--- config.mk ---
export PLATFORM = sky130hd
export DESIGN_NAME = rpc_top
export DESIGN_NICKNAME = d
export VERILOG_FILES = /design/src/core/rpc_pkg.sv /design/src/core/rpc_sync.sv /design/src/core/rpc_top.sv
export VERILOG_INCLUDE_DIRS = /design/src /design/src/core
export SDC_FILE = /design/constraint.sdc
export NUM_CORES = 1
export LEC_CHECK = 0
export ABC_AREA = 1
export BUFFER_PORTS_ARGS = -buffer_cell sky130_fd_sc_hd__buf_4
export CORE_MARGIN = 4
export CORE_UTILIZATION = 58
export CTS_BUF_LIST = sky130_fd_sc_hd__clkbuf_4
export DETAILED_ROUTE_END_ITERATION = 12
export HOLD_SLACK_MARGIN = 0.08
export PLACE_DENSITY = 0.86
export SLEW_MARGIN = 20
export SYNTH_ARGS = -nofsm -noshare
export SYNTH_HDL_FRONTEND = slang
export SYNTH_HIERARCHICAL = 1
export SYNTH_SLANG_ARGS = --single-unit
--- constraint.sdc ---
create_clock -name clk -period 1.7 [get_ports clk]
set_input_delay 0.34 -clock clk [delete_from_list [all_inputs] [get_ports clk]]
set_output_delay 0.34 -clock clk [all_outputs]
set_load 0.1 [all_outputs]
--- src/core/rpc_cfg.svh ---
/*
 reset pin control constants: timing counts and reset values.
 assumes a 200 MHz system clock.
*/
`ifndef RPC_CFG_SVH
`define RPC_CFG_SVH

// -----------------------------------------------------------------
// timing
// -----------------------------------------------------------------
`define RPC_DRIVE_CYCLES   4'h6
`define RPC_SETTLE_CYCLES  4'h2
`define RPC_SYNC_STAGES    2
`define RPC_CNT_W          4

// -----------------------------------------------------------------
// reset values
// -----------------------------------------------------------------
`define RPC_PIN_IDLE       1'b1
`define RPC_HOLD_ON        1'b1

`endif

--- src/core/rpc_pkg.sv ---
/*
 reset pin control package: state enum and the reset-output bundle.
 assumes rpc_cfg.svh is on the include path.
*/
package rpc_pkg;

   // -----------------------------------------------------------------
   // soft reset pin sequencer states
   // -----------------------------------------------------------------
   typedef enum logic [1:0] {
      RPC_ST_SENSE = 2'h0,
      RPC_ST_DRIVE = 2'h1,
      RPC_ST_RUN   = 2'h2
   } rpc_state_t;

   // -----------------------------------------------------------------
   // reset outputs to the rest of the chip
   // -----------------------------------------------------------------
   typedef struct packed {
      logic por_domain_rst;
      logic core_domain_rst;
      logic cpu_start;
   } rpc_rst_t;

endpackage

--- src/core/rpc_sync.sv ---
/*
 rpc_sync: two-flop synchroniser for a group of pin levels.
 assumes inputs may change at any time relative to clk.
*/
`timescale 1ns/1ps
`default_nettype none
`include "rpc_cfg.svh"

module rpc_sync #(
   parameter int W = 2
) (
   // clock and reset
   input  wire logic         clk,
   input  wire logic         sys_rst,
   // levels
   input  wire logic [W-1:0] async_in,
   output var  logic [W-1:0] sync_out
);

   logic [W-1:0] meta_q;
   logic [W-1:0] meta_d;
   logic [W-1:0] sync_q;
   logic [W-1:0] sync_d;

   always_comb begin
      meta_d = async_in;
      sync_d = meta_q;
   end

   always_ff @(posedge clk) begin
      if (sys_rst) begin
         meta_q <= {W{`RPC_PIN_IDLE}};
         sync_q <= {W{`RPC_PIN_IDLE}};
      end else begin
         meta_q <= meta_d;
         sync_q <= sync_d;
      end
   end

   assign sync_out = sync_q;

endmodule // rpc_sync
`default_nettype wire

--- src/core/rpc_top.sv ---
/*
 rpc_top: hardware and software reset pin handling.
 assumes pins are already resolved to levels; open-drain wire modelled
 outside from soft_reset_io_n_o and soft_reset_io_n_oe.
*/
// How it works
// - low hardware pin holds full reset
// - hardware release gives full reset, then execution
// - full reset spares the clock keeper logic
// - low soft pin holds core domain reset
// - soft release resets cpu, registers, peripherals
// - soft reset spares por, clock, debug state
// - soft pin sensed low, device drives low
// - drive low six cycles, then sample again
// - repeat sample and drive until pin high
`timescale 1ns/1ps
`default_nettype none
`include "rpc_cfg.svh"

module rpc_top #(
   parameter logic [`RPC_CNT_W-1:0] DRIVE_CYCLES = `RPC_DRIVE_CYCLES
) (
   // clock and reset
   input  wire logic clk,
   input  wire logic sys_rst,
   // hardware reset pin
   input  wire logic hw_reset_in_n,
   // soft reset pin, three signals
   input  wire logic soft_reset_io_n_i,
   output var  logic soft_reset_io_n_o,
   output var  logic soft_reset_io_n_oe,
   // resets to the chip
   output var  logic por_domain_rst,
   output var  logic core_domain_rst,
   output var  logic cpu_start,
   output var  logic clock_keeper_rst
);

   // -----------------------------------------------------------------
   // synchronisers
   // -----------------------------------------------------------------
   logic [1:0] pins_s;

   rpc_sync #(.W(2)) u_sync (
      .clk      (clk),
      .sys_rst  (sys_rst),
      .async_in ({hw_reset_in_n, soft_reset_io_n_i}),
      .sync_out (pins_s)
   );

   logic hw_n_s;
   logic sw_n_s;
   assign hw_n_s = pins_s[1];
   assign sw_n_s = pins_s[0];

   // -----------------------------------------------------------------
   // hardware reset
   // -----------------------------------------------------------------
   logic por_q;
   logic por_d;

   always_comb begin
      por_d = ~hw_n_s;
   end

   always_ff @(posedge clk) begin
      if (sys_rst) begin
         por_q <= `RPC_HOLD_ON;
      end else begin
         por_q <= por_d;
      end
   end

   // -----------------------------------------------------------------
   // soft reset pin sequencer
   // -----------------------------------------------------------------
   rpc_pkg::rpc_state_t     st_q;
   rpc_pkg::rpc_state_t     st_d;
   logic [`RPC_CNT_W-1:0]   cnt_q;
   logic [`RPC_CNT_W-1:0]   cnt_d;
   logic                    oe_q;
   logic                    oe_d;
   rpc_pkg::rpc_rst_t       rst_q;
   rpc_pkg::rpc_rst_t       rst_d;

   always_comb begin
      st_d  = st_q;
      cnt_d = cnt_q;
      oe_d  = 1'b0;
      if (por_q) begin
         // full reset restarts the sequencer from sensing
         st_d  = rpc_pkg::RPC_ST_SENSE;
         cnt_d = '0;
      end else begin
         case (st_q)
            rpc_pkg::RPC_ST_SENSE: begin
               if (cnt_q != '0) begin
                  // wait for the released pin to clear the synchroniser
                  cnt_d = cnt_q - 4'h1;
               end else if (!sw_n_s) begin
                  st_d  = rpc_pkg::RPC_ST_DRIVE;
                  cnt_d = DRIVE_CYCLES;
                  oe_d  = 1'b1;
               end else begin
                  st_d = rpc_pkg::RPC_ST_RUN;
               end
            end
            rpc_pkg::RPC_ST_DRIVE: begin
               if (cnt_q == 4'h1) begin
                  st_d  = rpc_pkg::RPC_ST_SENSE;
                  cnt_d = `RPC_SETTLE_CYCLES;
               end else begin
                  cnt_d = cnt_q - 4'h1;
                  oe_d  = 1'b1;
               end
            end
            rpc_pkg::RPC_ST_RUN: begin
               if (!sw_n_s) begin
                  st_d  = rpc_pkg::RPC_ST_DRIVE;
                  cnt_d = DRIVE_CYCLES;
                  oe_d  = 1'b1;
               end
            end
            default: begin
               st_d = rpc_pkg::RPC_ST_SENSE;
            end
         endcase
      end
      // outputs follow the next state
      rst_d.por_domain_rst  = por_q;
      rst_d.core_domain_rst = por_q |
                              (st_d != rpc_pkg::RPC_ST_RUN);
      rst_d.cpu_start       = (st_d == rpc_pkg::RPC_ST_RUN);
   end

   always_ff @(posedge clk) begin
      if (sys_rst) begin
         st_q  <= rpc_pkg::RPC_ST_SENSE;
         cnt_q <= '0;
         oe_q  <= 1'b0;
         rst_q <= '{por_domain_rst: 1'b1, core_domain_rst: 1'b1,
                    cpu_start: 1'b0};
      end else begin
         st_q  <= st_d;
         cnt_q <= cnt_d;
         oe_q  <= oe_d;
         rst_q <= rst_d;
      end
   end

   // -----------------------------------------------------------------
   // outputs
   // -----------------------------------------------------------------
   // clock keeper domain is never reset by these pins
   logic ck_q;
   logic pin_lvl_q;
   always_ff @(posedge clk) begin
      ck_q      <= 1'b0;
      pin_lvl_q <= 1'b0;
   end

   assign soft_reset_io_n_o  = pin_lvl_q;
   assign soft_reset_io_n_oe = oe_q;
   assign por_domain_rst     = rst_q.por_domain_rst;
   assign core_domain_rst    = rst_q.core_domain_rst;
   assign cpu_start          = rst_q.cpu_start;
   assign clock_keeper_rst   = ck_q;

   // -----------------------------------------------------------------
   // assertions
   // -----------------------------------------------------------------
   logic [3:0] oe_run_q;
   always_ff @(posedge clk) begin
      if (sys_rst || !oe_q) begin
         oe_run_q <= '0;
      end else begin
         oe_run_q <= oe_run_q + 4'h1;
      end
   end

   AST_HW_HOLD: assert property (@(posedge clk) disable iff (sys_rst)
      !hw_n_s |-> ##2 por_domain_rst && core_domain_rst)
      else $error("hardware pin low but chip not held");
   AST_HW_RELEASE: assert property (@(posedge clk) disable iff (sys_rst)
      $rose(hw_n_s) && sw_n_s |-> ##[1:4] cpu_start)
      else $error("no start after hardware release");
   AST_CK_SPARED: assert property (@(posedge clk) disable iff (sys_rst)
      por_domain_rst |-> !clock_keeper_rst)
      else $error("clock keeper reset by full reset");
   AST_SW_HOLD: assert property (@(posedge clk) disable iff (sys_rst)
      !sw_n_s |=> core_domain_rst)
      else $error("soft pin low but core running");
   AST_SW_NO_POR: assert property (@(posedge clk) disable iff (sys_rst)
      !$past(sys_rst) && !$past(sys_rst, 2) &&
      hw_n_s && $past(hw_n_s) && $past(hw_n_s, 2) |-> !por_domain_rst)
      else $error("soft reset touched por domain");
   AST_DRIVE_LOW: assert property (@(posedge clk) disable iff (sys_rst)
      !por_q && st_q == rpc_pkg::RPC_ST_RUN && !sw_n_s |=> oe_q)
      else $error("soft pin low not driven");
   AST_DRIVE_SIX: assert property (@(posedge clk) disable iff (sys_rst)
      $rose(oe_q) |-> oe_q [*6] ##1 !oe_q)
      else $error("drive not six cycles");
   AST_DRIVE_MAX: assert property (@(posedge clk) disable iff (sys_rst)
      oe_run_q <= DRIVE_CYCLES)
      else $error("drive too long");
   AST_REPEAT: assert property (@(posedge clk) disable iff (sys_rst)
      $fell(oe_q) ##2 (!sw_n_s && !por_q) |=> oe_q)
      else $error("no repeat while pin low");
   AST_SETTLE: assert property (@(posedge clk) disable iff (sys_rst)
      !por_q && st_q == rpc_pkg::RPC_ST_SENSE && cnt_q != '0 |=> !oe_q)
      else $error("pin driven while settling");
   AST_LEAVE_HIGH: assert property (@(posedge clk) disable iff (sys_rst)
      $rose(cpu_start) |-> $past(sw_n_s))
      else $error("left soft reset without high sample");
   AST_DRIVE_VAL: assert property (@(posedge clk) disable iff (sys_rst)
      soft_reset_io_n_oe |-> !soft_reset_io_n_o)
      else $error("soft pin driven high");
   AST_RUN_OK: assert property (@(posedge clk) disable iff (sys_rst)
      cpu_start |-> !core_domain_rst && !oe_q)
      else $error("running while core reset");

   COV_HW_CYCLE: cover property (@(posedge clk) $rose(cpu_start));
   COV_SW_PULSE: cover property (@(posedge clk) $rose(oe_q));
   COV_SW_REPEAT: cover property (@(posedge clk)
      $fell(oe_q) ##3 $rose(oe_q));
   COV_SW_LEAVE: cover property (@(posedge clk) $fell(core_domain_rst));

endmodule // rpc_top
`default_nettype wire

==> reports/qor_table.md <==
| Stage | Parameter | Value |
|---|---|---|
| pwr | Peak ir drop on the vdd network | 921 uV |
| floorplanning | Starting Density | 63.1% |
| sta | Final slew viol count | 0 |
| sta | Final Hold Viols | 0 |
| clocking | Post-cts hold buffer count | 0 |
| run | Maximum capacitance violations | 0 |
| place | IO buf count | 7 |
| finish | Area of combinational cells with multiple inputs | 433 sq um |
| yosys | Sequential-to-total area share from yosys stat | 36.1% |
| floorplanning | Die outline area | 0.00210 sq mm |
| floorplanning | Core box area | 0.00132 sq mm |
| grt | Overflow left after global routing | 0 |
| floorplanning | Die Wd | 45.8 um |
| finish | Antenna diodes | 0 |
| finish | Footprint of the flip-flops and latches | 300 sq um |
| clocking | Num Clock Sinks | 15 |
| finish | Ratio of cells with drive above 1 in the final layout | 18.3% |
| clocking | Root Buffer Master | clkbuf_4 |
| place | Setup WS pre-CTS | 227 ps |
| drt | Post-route ant nets | 0 |
| clocking | Clock tree from TritonCTS | done |
| sta | Worst Setup Slack, final | 152 ps |
| sta | Setup repair after global routing missed its margin | no |
| pwr | Power density of the placed cells | 1140 mW/mm^2 |
| yosys | Summed instance area of the synthesized netlist | 831 sq um |
| clocking | Clock network latency to the later pin of the worst-skew pair | 290 ps |
| worst setup path | Kind of start point of the critical path | flop |
| grt | Global-route usage over all layers | 17.2% |
| worst setup path | Crit path arrival time | 1770 ps |
| sta | Final period demand of the worst path | 1550 ps |
| sta | Final worst hold slack | 227 ps |
| place | Gp weighted congestion | 0.882 |
| worst setup path | Worst R2R Start | st_q[0] |
| status | Run status | complete, no violations |
| grt | Initial antenna violation count | 0 |
| finish | Total non-filler cell area in the finished layout | 918 sq um |
| sta | Worst Clk Skew | 9.90 ps |
| place | Cell area after placement | 891 sq um |
| min path | Type of the worst min-delay path | input port to flop |
| yosys | Synth top area share | 36.1% |
| yosys | Leading area contributor after synthesis | dfxtp_1 |
| clocking | Deepest clock path buffer count | 2 |
| worst setup path | CP Data Required Time | 1920 ps |
| sta | Setup TNS | 0 ps |
| finish | Final design utilization | 69.7% |
| yosys | Number of register bits inferred by synthesis | 15 |
| grt | Maximum number of pins on one net before global-route repair | 10 |
| worst setup path | Crit path from | st_q[0] |
| finish | FILL cells | 113 |
| pwr | Tot Pwr | 1.04 mW |
| floorplanning | Vertical die dimension | 45.8 um |
| clocking | H-tree levels | 1 |
| yosys | Syn. warnings | 6 |
| finish | Number of non-filler instances in the completed layout | 141 |
| drt | Number of vias in the routed layout | 698 |
| drt | Total detailed-routing wirelength | 1570 um |
| clocking | Post-CTS Setup Repair Bufs | 0 |
| place | Placed Cells | 137 |
| drt | Initial detailed-routing violation count | 23 |
| place | HPWL reported at the end of detailed placement | 1160 um |
| worst setup path | Critical path type | flop to flop |
| clocking | Number of buffers created by CTS | 3 |
| finish | Layout Nets | 139 |
| drt | DR pass1 iterations | 4 |
| grt | Global-route wire length before repair | 2640 um |
| drt | DR DRC count | 0 |
| sta | Max Fclk | 646 MHz |
| floorplanning | Number of rows in the core area | 13 |
| sta | Setup Viol. Count Final | 0 |
| pwr | Leakage power summed over all cells | 0.469 nW |
| clocking | Number of cells upsized or downsized after cts | 0 |
| yosys | Number of instances in the synthesized netlist | 116 |
| grt | Via count of the first global-routing pass | 649 |
| sta | Share of the cycle needed by the critical path after routing | 91.1% |
| finish | Area delta synth->final | 10.5% |
| min path | Startpoint of the most critical hold path | soft_reset_io_n_i |
| floorplanning | Top-level I/O count | 10 |
| yosys | Unique masters post-synth | 20 |
| clocking | CTS clock-pin slew for the worst setup and hold paths | 100 ps |
| yosys | Average cell area after synthesis | 7.16 sq um |
| worst setup path | Crit Path Max Fanout | 6 |
| drt | Routed wire per std cell | 11.1 um |
| yosys | Top cells by area, synth | dfxtp_1 36%, ha_1 12%, nand2_1 11% |
| drt | Routed via count divided by cell count | 4.95 |
| worst setup path | Sort of element at the end of the critical path | flop |
==> power breakdown <==
part | total (mW) | switching [mW] | leakage [nW] | internal [mW]
clock network | 0.209 | 0.122 | 0.0177 | 0.0874
logic | 0.428 | 0.299 | 0.328 | 0.129
registers | 0.406 | 0.0225 | 0.123 | 0.384
==> cell usage after synthesis <==
cell and instances:
a21oi_1 5, nand3_1 9, o21ai_2 1, o21bai_1 1, buf_4 2, nand2_4 1, nand3_2 1, a31oi_1 1
ha_1 8, nor3_1 1, nor2_1 10, nand2_1 25, inv_1 20, nand2_2 5, dfxtp_1 15, inv_2 3
o21ai_0 5, conb_1 1, nor2_4 1, nand3b_1 1
==> cells in the final DEF (no fill, tap or decap) <==
cell	netlist	routed
dfxtp_1	15	15
nor3_1	1	1
buf_4	2	7
inv_2	3	3
ha_1	8	8
a31oi_1	1	1
nand2_4	1	1
a21oi_1	5	5
o21ai_0	5	5
clkinv_2	0	1
o21ai_2	1	1
inv_1	20	20
nand3_1	9	9
conb_1	1	2
o21bai_1	1	1
nand2_1	25	25
nor2_4	1	1
clkbuf_4	0	3
nand3b_1	1	1
nor2_1	10	10
nand3_2	1	1
nand2_2	5	5
==> path summary, 6_finish.rpt <==
check / endpoint / slack [ps] / cells past startpoint
setup / recovery: cnt_q[1] / 150 / 7
hold / removal: u_sync/meta_q[0] / 230 / 3
setup reg to reg: cnt_q[1] / 150 / 7
hold reg to reg: por_q / 370 / 1
==> flip-flops by register name, summed over array words and instances, names as in the netlist <==
name / flops
st_q: 2
u_sync/meta_q: 2
soft_reset_io_n_oe: 1
por_domain_rst: 1
por_q: 1
cnt_q: 4
cpu_start: 1
core_domain_rst: 1
u_sync/sync_out: 2
==> area by class of cell <==
cell class                      instances  area share, %
Timing Repair Buffer                    7           5.72
Clock buffer                            3           2.45
Tap cell                               15           2.04
Sequential cell                        15           32.7
Inverter                               23           9.40
Multi-Input combinational cell         77           47.1
Clock inverter                          1          0.545
==> layer usage <==
layer  part of all wire [%]  GRT usage (%)
met5                      0              0
met4                    1.3           7.39
met3                    7.0           3.16
met2                     47           29.7
met1                     44           20.5
==> cells by family (layout without fill, tap and decap cells) <==
kind of cell,after synthesis,in the layout,synth area share [%]
AND/OR/NAND/NOR,54,54,30.4
buffers and inverters,25,34,12.2
flip-flops,15,15,36.1
AO/OA/AOI/OAI,13,13,8.73
adder cells (fa/ha/maj),8,8,12.0
other,1,2,0.451
==> critical path, cell delays in order, from the launching register on <==
cell and delay, ps:
dfxtp_1 450, inv_1 120, ha_1 360, inv_1 110, nand3_1 100, nand3_1 100, o21ai_0 90, a21oi_1 140
Note: power is estimated with default switching activity, not from simulation.
